**src/pcfg_pkg.sv**
```systemverilog
// Notes on behaviour
// [RQ1] pin7 field: 00 pull-up input, 01 plain input, 10 output, 11 analog ch7
// [RQ2] pin6 field: 00 pull-up input, 01 pwm output, 10 output, 11 analog ch6
// [RQ3] pin6 code 11 routes pin to analog ch6 and kills digital input
// [RQ4] pin5 field in high bits 3:2 decodes pull-up, plain, output, analog
// [RQ5] pin4 field in high bits 1:0 decodes pull-up, plain, output, analog
// [RQ6] pin3 field in low bits 7:6: plain, pull-up, output, analog
// [RQ7] pin2 field in low bits 5:4: plain, pull-up, output, analog
// [RQ8] pin1 field in low bits 3:2: plain, pull-up, output, analog
// [RQ9] pin1 code 00 is plain input and falling-edge interrupt 1 source
// [RQ10] pin1 code 01 enables pull-up and stays falling-edge interrupt 1 source
// [RQ11] low config register resets to zero, all bits read and write
// [RQ12] falling-edge interrupt 1 is gated by an enable bit
package pcfg_pkg;
  // word byte addresses on the wishbone bus
  // five address bits so the mask register at 0x10 does not alias config_high
  localparam logic [4:0] ADDR_CFG_HIGH = 5'h00;
  localparam logic [4:0] ADDR_CFG_LOW  = 5'h04;
  localparam logic [4:0] ADDR_INT_EN   = 5'h08;
  localparam logic [4:0] ADDR_INT_STAT = 5'h0c;
  localparam logic [4:0] ADDR_INT_MASK = 5'h10;
  localparam logic [7:0] CFG_LOW_OFFSET = 8'he7; // printed register offset
  localparam logic [7:0] RST_CFG_HIGH = 8'h00;
  localparam logic [7:0] RST_CFG_LOW  = 8'h00;
  localparam int EN_BIT = 3;
  localparam int STAT_BIT = 0;
  // mode codes
  localparam logic [1:0] M_IN_A  = 2'h0;
  localparam logic [1:0] M_IN_B  = 2'h1;
  localparam logic [1:0] M_OUT   = 2'h2;
  localparam logic [1:0] M_ANA   = 2'h3;
  localparam int NPIN = 7; // pins 1..7 as index 0..6
endpackage : pcfg_pkg

```
**src/pcfg_sync.sv**
```systemverilog
`timescale 1ns/1ps
// three-stage synchroniser; output changes once stages two and three agree
module pcfg_sync (
  input  wire logic clk_i,
  input  wire logic rst_i,
  input  wire logic d_i,
  output logic      q_o
);
  logic s1_q, s2_q, s3_q;

  ////////////////////////////////////////////////////////////////
  // stages reset high so idle pulled-up pins do not fake an edge
  always_ff @(posedge clk_i) begin
    if (rst_i) begin
      s1_q <= 1'b1;
      s2_q <= 1'b1;
      s3_q <= 1'b1;
    end else begin
      s1_q <= d_i;
      s2_q <= s1_q;
      s3_q <= s2_q;
    end
  end

  // filtered level only follows a settled change
  always_ff @(posedge clk_i) begin
    if (rst_i) begin
      q_o <= 1'b1;
    end else if (s2_q == s3_q) begin
      q_o <= s3_q;
    end
  end
endmodule : pcfg_sync

```
**src/pcfg_port0.sv**
```systemverilog
// Implementation choice: the Wishbone register port.
`timescale 1ns/1ps
// port 0 pin configuration, pins 1 to 7, classic wishbone slave
module pcfg_port0 (
  input  wire logic       clk_i,
  input  wire logic       rst_i,
  input  wire logic [4:0] adr_i,
  input  wire logic [31:0] dat_i,
  output logic [31:0]     dat_o,
  input  wire logic       we_i,
  input  wire logic [3:0] sel_i,
  input  wire logic       cyc_i,
  input  wire logic       stb_i,
  output logic            ack_o,
  input  wire logic [6:0] pin_in_i,
  input  wire logic [6:0] pin_out_val_i,
  input  wire logic       pwm_i,
  output logic [6:0]      pin_out_o,
  output logic [6:0]      pin_oe_n_o,
  output logic [6:0]      pin_pullup_o,
  output logic [6:0]      schmitt_en_o,
  output logic [6:0]      analog_sel_o,
  output logic [6:0]      pin_data_o,
  output logic            irq_o
);
  logic [7:0] cfg_high_q;
  logic [7:0] cfg_low_q;
  logic       int_en_q;
  logic       stat_q;
  logic       mask_q;
  logic [1:0] mode [pcfg_pkg::NPIN];
  logic [6:0] pin_sync;
  logic       pin1_prev_q;
  logic       fall_evt;
  logic       wr_stb;
  logic       rd_stb;
  logic [31:0] rd_d;

  ////////////////////////////////////////////////////////////////
  // bus strobes: one-cycle ack, valid only on a fresh request
  assign wr_stb = cyc_i && stb_i && !ack_o && we_i && sel_i[0];
  assign rd_stb = cyc_i && stb_i && !ack_o;

  always_ff @(posedge clk_i) begin
    if (rst_i) begin
      ack_o <= 1'b0;
    end else begin
      ack_o <= rd_stb;
    end
  end

  // configuration registers, byte lane 0 only
  always_ff @(posedge clk_i) begin
    if (rst_i) begin
      cfg_high_q <= pcfg_pkg::RST_CFG_HIGH;
      cfg_low_q  <= pcfg_pkg::RST_CFG_LOW; // RQ11
      int_en_q   <= 1'b0;
      mask_q     <= 1'b0;
    end else if (wr_stb) begin
      if (adr_i == pcfg_pkg::ADDR_CFG_HIGH) begin
        cfg_high_q <= dat_i[7:0];
      end
      if (adr_i == pcfg_pkg::ADDR_CFG_LOW) begin
        cfg_low_q <= dat_i[7:0]; // RQ11
      end
      if (adr_i == pcfg_pkg::ADDR_INT_EN) begin
        int_en_q <= dat_i[pcfg_pkg::EN_BIT];
      end
      if (adr_i == pcfg_pkg::ADDR_INT_MASK) begin
        mask_q <= dat_i[pcfg_pkg::STAT_BIT];
      end
    end
  end

  ////////////////////////////////////////////////////////////////
  // field map: high holds pins 7..4, low holds pins 3..1
  assign mode[6] = cfg_high_q[7:6]; // RQ1
  assign mode[5] = cfg_high_q[5:4]; // RQ2
  assign mode[4] = cfg_high_q[3:2]; // RQ4
  assign mode[3] = cfg_high_q[1:0]; // RQ5
  assign mode[2] = cfg_low_q[7:6];  // RQ6
  assign mode[1] = cfg_low_q[5:4];  // RQ7
  assign mode[0] = cfg_low_q[3:2];  // RQ8

  // per-pin decode; low-register pins swap the meaning of 00 and 01
  for (genvar i = 0; i < pcfg_pkg::NPIN; i++) begin : g_pin
    localparam bit LOW_REG = (i < 3);
    pcfg_sync u_sync (
      .clk_i (clk_i),
      .rst_i (rst_i),
      .d_i   (pin_in_i[i]),
      .q_o   (pin_sync[i])
    );
    always_ff @(posedge clk_i) begin
      if (rst_i) begin
        pin_out_o[i]    <= 1'b0;
        pin_oe_n_o[i]   <= 1'b1;
        pin_pullup_o[i] <= 1'b0;
        schmitt_en_o[i] <= 1'b1;
        analog_sel_o[i] <= 1'b0;
        pin_data_o[i]   <= 1'b0;
      end else begin
        pin_out_o[i]    <= pin_out_val_i[i];
        pin_oe_n_o[i]   <= !(mode[i] == pcfg_pkg::M_OUT);
        pin_pullup_o[i] <= LOW_REG ? (mode[i] == pcfg_pkg::M_IN_B)
                                   : (mode[i] == pcfg_pkg::M_IN_A); // RQ10
        schmitt_en_o[i] <= (mode[i] != pcfg_pkg::M_ANA); // RQ3
        analog_sel_o[i] <= (mode[i] == pcfg_pkg::M_ANA); // RQ3
        pin_data_o[i]   <= (mode[i] == pcfg_pkg::M_ANA) ? 1'b0 : pin_sync[i];
        // pwm alternate function on pin6 overrides the output path
        if (i == 5 && mode[i] == pcfg_pkg::M_IN_B) begin
          pin_out_o[i]  <= pwm_i; // RQ2
          pin_oe_n_o[i] <= 1'b0;  // RQ2
        end
      end
    end
  end

  ////////////////////////////////////////////////////////////////
  // pin1 falling edge only while in an input mode (00 or 01)
  always_ff @(posedge clk_i) begin
    if (rst_i) begin
      pin1_prev_q <= 1'b1;
    end else begin
      pin1_prev_q <= pin_sync[0];
    end
  end

  assign fall_evt = pin1_prev_q && !pin_sync[0] && !mode[0][1] && int_en_q; // RQ9 RQ12

  // sticky status, write one clears, a new event wins over the clear
  always_ff @(posedge clk_i) begin
    if (rst_i) begin
      stat_q <= 1'b0;
    end else if (fall_evt) begin
      stat_q <= 1'b1; // RQ9
    end else if (wr_stb && adr_i == pcfg_pkg::ADDR_INT_STAT && dat_i[pcfg_pkg::STAT_BIT]) begin
      stat_q <= 1'b0;
    end
  end

  always_ff @(posedge clk_i) begin
    if (rst_i) begin
      irq_o <= 1'b0;
    end else begin
      irq_o <= stat_q && mask_q;
    end
  end

  ////////////////////////////////////////////////////////////////
  // read mux; unmapped addresses read zero
  always_comb begin
    rd_d = 32'h0000_0000;
    unique case (adr_i)
      pcfg_pkg::ADDR_CFG_HIGH: rd_d[7:0] = cfg_high_q;
      pcfg_pkg::ADDR_CFG_LOW:  rd_d[7:0] = cfg_low_q;
      pcfg_pkg::ADDR_INT_EN:   rd_d[pcfg_pkg::EN_BIT] = int_en_q;
      pcfg_pkg::ADDR_INT_STAT: rd_d[pcfg_pkg::STAT_BIT] = stat_q;
      pcfg_pkg::ADDR_INT_MASK: rd_d[pcfg_pkg::STAT_BIT] = mask_q;
      default:                 rd_d = 32'h0000_0000;
    endcase
  end

  always_ff @(posedge clk_i) begin
    if (rst_i) begin
      dat_o <= 32'h0000_0000;
    end else if (rd_stb) begin
      dat_o <= rd_d;
    end
  end
endmodule : pcfg_port0

```
**config.mk**
```make
export PLATFORM = sky130hd
export DESIGN_NAME = pcfg_port0
export DESIGN_NICKNAME = d
export VERILOG_FILES = /design/src/pcfg_pkg.sv /design/src/pcfg_sync.sv /design/src/pcfg_port0.sv
export SDC_FILE = /design/constraint.sdc
export NUM_CORES = 1
export LEC_CHECK = 0
export ABC_AREA = 0
export BUFFER_PORTS_ARGS = -buffer_cell sky130_fd_sc_hd__buf_2
export CORE_ASPECT_RATIO = 1.2
export CORE_UTILIZATION = 48
export CTS_CLUSTER_SIZE = 10
export DETAILED_ROUTE_END_ITERATION = 10
export PLACE_DENSITY_LB_ADDON = 0.15
export SYNTH_ARGS = -nofsm -noshare
export SYNTH_HDL_FRONTEND = slang
export SYNTH_SLANG_ARGS = --single-unit
```
**constraint.sdc**
```tcl
create_clock -name clk_i -period 1.84 [get_ports clk_i]
set_clock_uncertainty 0.1 [all_clocks]
set_input_delay 0.092 -clock clk_i [delete_from_list [all_inputs] [get_ports clk_i]]
set_output_delay 0.092 -clock clk_i [all_outputs]
set_load 0.02 [all_outputs]
```
# ---- Word level (Yosys, flattened, before mapping)
# Cells that the tools add are included.
dict set report op_classes {
  n_eq_ne 36
  shifts 0
  order_cmp 0
  n_div 0
  n_reduce_logical 37
  n_bitwise 0
  addsub 0
  multipliers 0
  mux 8
}
# cell n
set ops {}
lappend ops {{$eq 2x2->1 const B} 14}
lappend ops {{$ne 2x2->1 const B} 7}
lappend ops {{$reduce_or 2->1} 7}
lappend ops {{$eq 5x4->1 const B} 2}
lappend ops {{$logic_and 1x1->1} 10}
lappend ops {{$logic_not 1->1} 10}
lappend ops {{$eq 2x1->1 const B} 4}
lappend ops {{$logic_not 2->1} 4}
lappend ops {{$pmux 4 s2} 1}
lappend ops {{$reduce_and 2->1} 4}
lappend ops {{$eq 1x1->1} 7}
lappend ops {{$eq 5x3->1 const B} 1}
lappend ops {{$eq 5x5->1 const B} 1}
lappend ops {{$logic_not 5->1} 1}
lappend ops {{$mux 1} 4}
lappend ops {{$pmux 1 s4} 1}
lappend ops {{$pmux 2 s2} 1}
lappend ops {{$pmux 1 s3} 1}
lappend ops {{$reduce_bool 2->1} 1}
dict set report totals {
  out_inout_bits 76
  word_cells 160
  in_bits 61
  rom_bits 0
  register_bits 100
  mem_bits_rw 0
  latch_bits 0
  memories 0
}

# ---- Logic depth before layout (Yosys ltp)
dict set report depth {
  ltp_word 8
  mapped_depth 5
}

# ---- Modules after synthesis
# A second synthesis with hierarchy kept.
dict set report hier_totals {
  cells_unflattened 330
  area_unflattened_um2 3459.6
}
# mod cells_per_inst area_per_inst_um2 n_inst seq_area_each_um2
set modules_own_cells {}
lappend modules_own_cells {pcfg_port0 260 2653.8 1 1441.4}
lappend modules_own_cells {pcfg_sync 10 115.1 7 80.1}

# ---- Worst setup path after synthesis
# Ideal clock, no wire load.
dict set report synth_path {
  path_kind {reg-to-reg}
  from {reg ack_o}
  to {reg dat_o[7]}
  setup_time_ns 0.091
  stages_incl_launch_ff 6
  arrival_ns 1.232
  synth_period_minus_slack_ns 1.423
  required_ns 1.649
  setup_slack_ns 0.417
  path_cell_list {dfxtp_1 -> and3b_1 -> buf_2 -> buf_2 -> nor2_1 -> a311oi_1}
}
dict set report synth_between {
  elab_chain_cells 2
}
# item line
set synth_lines {}
lappend synth_lines {{start, declared} pcfg_port0.sv:14} ;# output logic ack_o,
lappend synth_lines {{start signal, assigned} pcfg_port0.sv:48} ;# ack_o <= rd_stb;
lappend synth_lines {{$logic_not 1->1} pcfg_port0.sv:42} ;# assign rd_stb = cyc_i && stb_i && !ack_o;
lappend synth_lines {{$logic_and 1x1->1} pcfg_port0.sv:42}
lappend synth_lines {{end signal, assigned} pcfg_port0.sv:168} ;# dat_o <= rd_d;
lappend synth_lines {{end, declared} pcfg_port0.sv:9} ;# output logic [31:0] dat_o,
# Every way passes these cells.
# A chain may end at the register's enable or synchronous reset.

# ---- Worst setup path in the final report
dict set report layout_path {
  from {reg cfg_high_q[5]}
  to {reg pin_out_o[5]}
}
dict set report layout_between {
  elab_chain_cells 2
}
# item line
set layout_lines {}
lappend layout_lines {{start, declared} pcfg_port0.sv:26} ;# logic [7:0] cfg_high_q;
lappend layout_lines {{start signal, assigned} pcfg_port0.sv:55} ;# cfg_high_q <= pcfg_pkg::RST_CFG_HIGH;
lappend layout_lines {{start signal, assigned} pcfg_port0.sv:61} ;# cfg_high_q <= dat_i[7:0];
lappend layout_lines {{$eq 2x1->1} pcfg_port0.sv:111} ;# if (i == 5 && mode[i] == pcfg_pkg::M_IN_B) begin
lappend layout_lines {{$mux 1} pcfg_port0.sv:111}
lappend layout_lines {{end signal, assigned by index} pcfg_port0.sv:103} ;# pin_out_o[i] <= pin_out_val_i[i];
lappend layout_lines {{end signal, assigned by index} pcfg_port0.sv:112} ;# pin_out_o[i] <= pwm_i;
lappend layout_lines {{end, declared} pcfg_port0.sv:18} ;# output logic [6:0] pin_out_o,
# Every way passes these cells.

==> results.txt <==
Grt ovf: 0
RSZ-0062 raised after global routing: no
Pin count of the biggest net entering global routing: 27
Commonest non-fill, non-tap cell in the layout: dfxtp_1
DRT Wirelength: 6.85 mm
Vias in the first global route: 2453
Outcome: completed
Number of synthesized flops with an enable pin: 0
Sink Count: 100
#FFs+latches synth: 100
Post-CTS Setup Inserts: 0
Ys Warns: 0
ANT nets after route: 0
CTS tree: yes
TNS Setup: 0 ns
Num ports: 137
Port Buffers: 85
Fmax: 599 MHz
HP Class: input port to flop
Post-Place Cell Area: 4040 um^2
Wire length per cell: 12.3 um
Final-report max-slew violation count: 0
Post-CTS resize count: 0
DRC: 0
Starting DRT DRC Count: 99
All-Layer GR Usage: 0.182
H-Tree Depth: 3
Final net count: 525
Hold EP: int_en_q
Layout cells sized above 1: 0.300
Vias/cell: 4.70
Period Utilization, post-route: 0.908
CTS max path bufs: 2
Drt first pass iters: 4
Switching power: 955 uW
GPL Wtd Cong: 0.756
Hpwl dp: 4.63 mm
CTS Hold Bufs: 25
Seq pwr share: 0.542
Mean post-synth cell area: 10.3 um^2
Worst-path maximum fanout: 4
Register area share after synthesis: 0.553
Commonest cells after routing, fill and taps aside: 100 x dfxtp_1, 85 x buf_2, 27 x nand2b_1
Hold Path Origin: adr_i[3]
Initial antenna violation count: 0
Initial core utilization: 0.497
Ys flop type: dfxtp_1
Setup CP Type: flop to flop
CP startpoint: cfg_high_q[5]
Power Internal: 3160 uW
Fin crit period: 1.67 ns
Leakage power total: 0.00199 uW
Root buffer cell: clkbuf_8
Sw Share: 0.232
Place WS: 0.366 ns
Share of total power in the clock network: 0.375
Crit end category: flop
Hold slack: 0.0160 ns
Crit path DAT: 1.83 ns
Die area: 7890 um^2
Max cap viols: 0
Rows: 34
Height of the die: 97.1 um
Post-route design area: 4510 um^2
Reg-to-reg critical path endpoint: pin_out_o[5]
Hold path depth: 3
Setup ws final: 0.170 ns
Reg-to-reg slack, setup: 0.17 ns
# setup viols final: 0
Total CTS buffers: 9
Mapped Area: 3620 um^2
Power per cell area: 912 nW/um^2
Combinational power share: 0.083
Post-synthesis cell count: 350
Max VDD drop: 0.563 mV
Worst reg2reg startpoint: cfg_high_q[5]
Async set-or-reset flop fraction in the synthesized netlist: 0
CP Data Required Time: 2.00 ns
Total number of vias: 2611
Final core utilization: 0.620
Latest clock arrival within the worst-skew pair: 0.36 ns
Number of fill cells: 652
Clk slew on worst S/H paths: 0.10 ns
Worst reg2reg path depth: 5
N_diodes: 0
Yosys cell types: 38
DIE WIDTH: 81.3 um
Synthesis-to-finish area growth: 24.7%
CP Launch Type: flop
Hold Fails Final Rpt: 0
CORE AREA: 7270 um^2
First-pass GRT wire length: 10.9 mm
[sequential cells by signal, summed over array words and instances (netlist names)]
signal	cells
pin_pullup_o	7
g_pin.u_sync.s2_q	7
g_pin.u_sync.q_o	7
pin_data_o	7
schmitt_en_o	7
dat_o	8
cfg_high_q	8
irq_o	1
pin_out_o	7
analog_sel_o	7
int_en_q	1
stat_q	1
cfg_low_q	8
pin1_prev_q	1
ack_o	1
g_pin.u_sync.s3_q	7
pin_oe_n_o	7
g_pin.u_sync.s1_q	7
mask_q	1
[metrics by stage]
step / total power (uW) / instances
6_report: 4120 / 556
5_1_grt: 4260 / 556
4_1_cts: 4140 / 556
3_5_place_dp: 2580 / 515
3_3_place_gp: 2580 / 515
2_1_floorplan: 2520 / 373
[cells by family after synthesis]
family	count (synthesis)	synth area share
compound gates	30	0.0591
fa+ha+maj	3	0.0104
buf+inv	60	0.0947
flops	100	0.553
mux	22	0.0615
other cells	1	0.00104
simple gates	134	0.220
[power by group through the flow]
stage / Clock [uW] / Combinational, uW / Sequential [uW]
2_1_floorplan: 0 / 197 / 2320
3_3_place_gp: 0 / 295 / 2280
3_5_place_dp: 0 / 298 / 2280
4_1_cts: 1570 / 339 / 2230
5_1_grt: 1660 / 368 / 2240
6_report: 1540 / 340 / 2230
[synth_stat cells, drive strengths merged (2+ instances only)]
cell	n	area (um^2)
dfxtp	100	2000
buf	32	238
nand2b	27	169
nor2	25	93.8
or2	24	150
mux2i	20	200
inv	17	63.8
nand3	14	70.1
nor2b	12	75.1
clkbuf	11	41.3
a21oi	8	40.0
o21bai	7	52.6
a311oi	6	52.6
a211oi	5	37.5
nand2	5	18.8
nand4	5	37.5
nor3	5	36.3
and3b	4	35.0
and2	3	18.8
ha	3	37.5
and4	2	17.5
mux2	2	22.5
nand3b	2	15.0
nor3b	2	15.0
nor4	2	27.5
[layer usage]
| layer | global-route usage | routed length [um] |
|---|---|---|
| met1 | 0.207 | 3000 |
| met2 | 0.308 | 3460 |
| met3 | 0.0404 | 282 |
| met4 | 0.0948 | 108 |
| met5 | 0 | 0 |
[final cells by class]
| type | instances | area [um^2] | area share |
|---|---|---|---|
| clock inverter | 6 | 86.3 | 0.0191 |
| timing repair buffer | 120 | 751 | 0.166 |
| inverter | 17 | 63.8 | 0.0141 |
| multi-input combinational | 213 | 1360 | 0.301 |
| clock buffer | 10 | 138 | 0.0305 |
| sequential | 100 | 2000 | 0.444 |
| tap | 90 | 113 | 0.0250 |
[worst max path at each step]
stage	slack, ns	cells past startpoint	end
5_1_grt	0.03	5	pin_out_o[5]
6_report	0.17	5	pin_out_o[5]
3_3_place_gp	0.37	4	cfg_high_q[7]
2_1_floorplan	0.42	5	dat_o[7]
4_1_cts	0.17	5	pin_out_o[5]
3_5_place_dp	0.37	4	cfg_high_q[0]
[worst max-delay path, cell delays in order, from the launching register on]
cell and delay, ns:
dfxtp_1 0.44, inv_1 0.09, ha_1 0.20, mux2i_1 0.14, dlygate4sd3_1 0.56, nor2_1 0.04
Power figures use the tool's default switching activity.
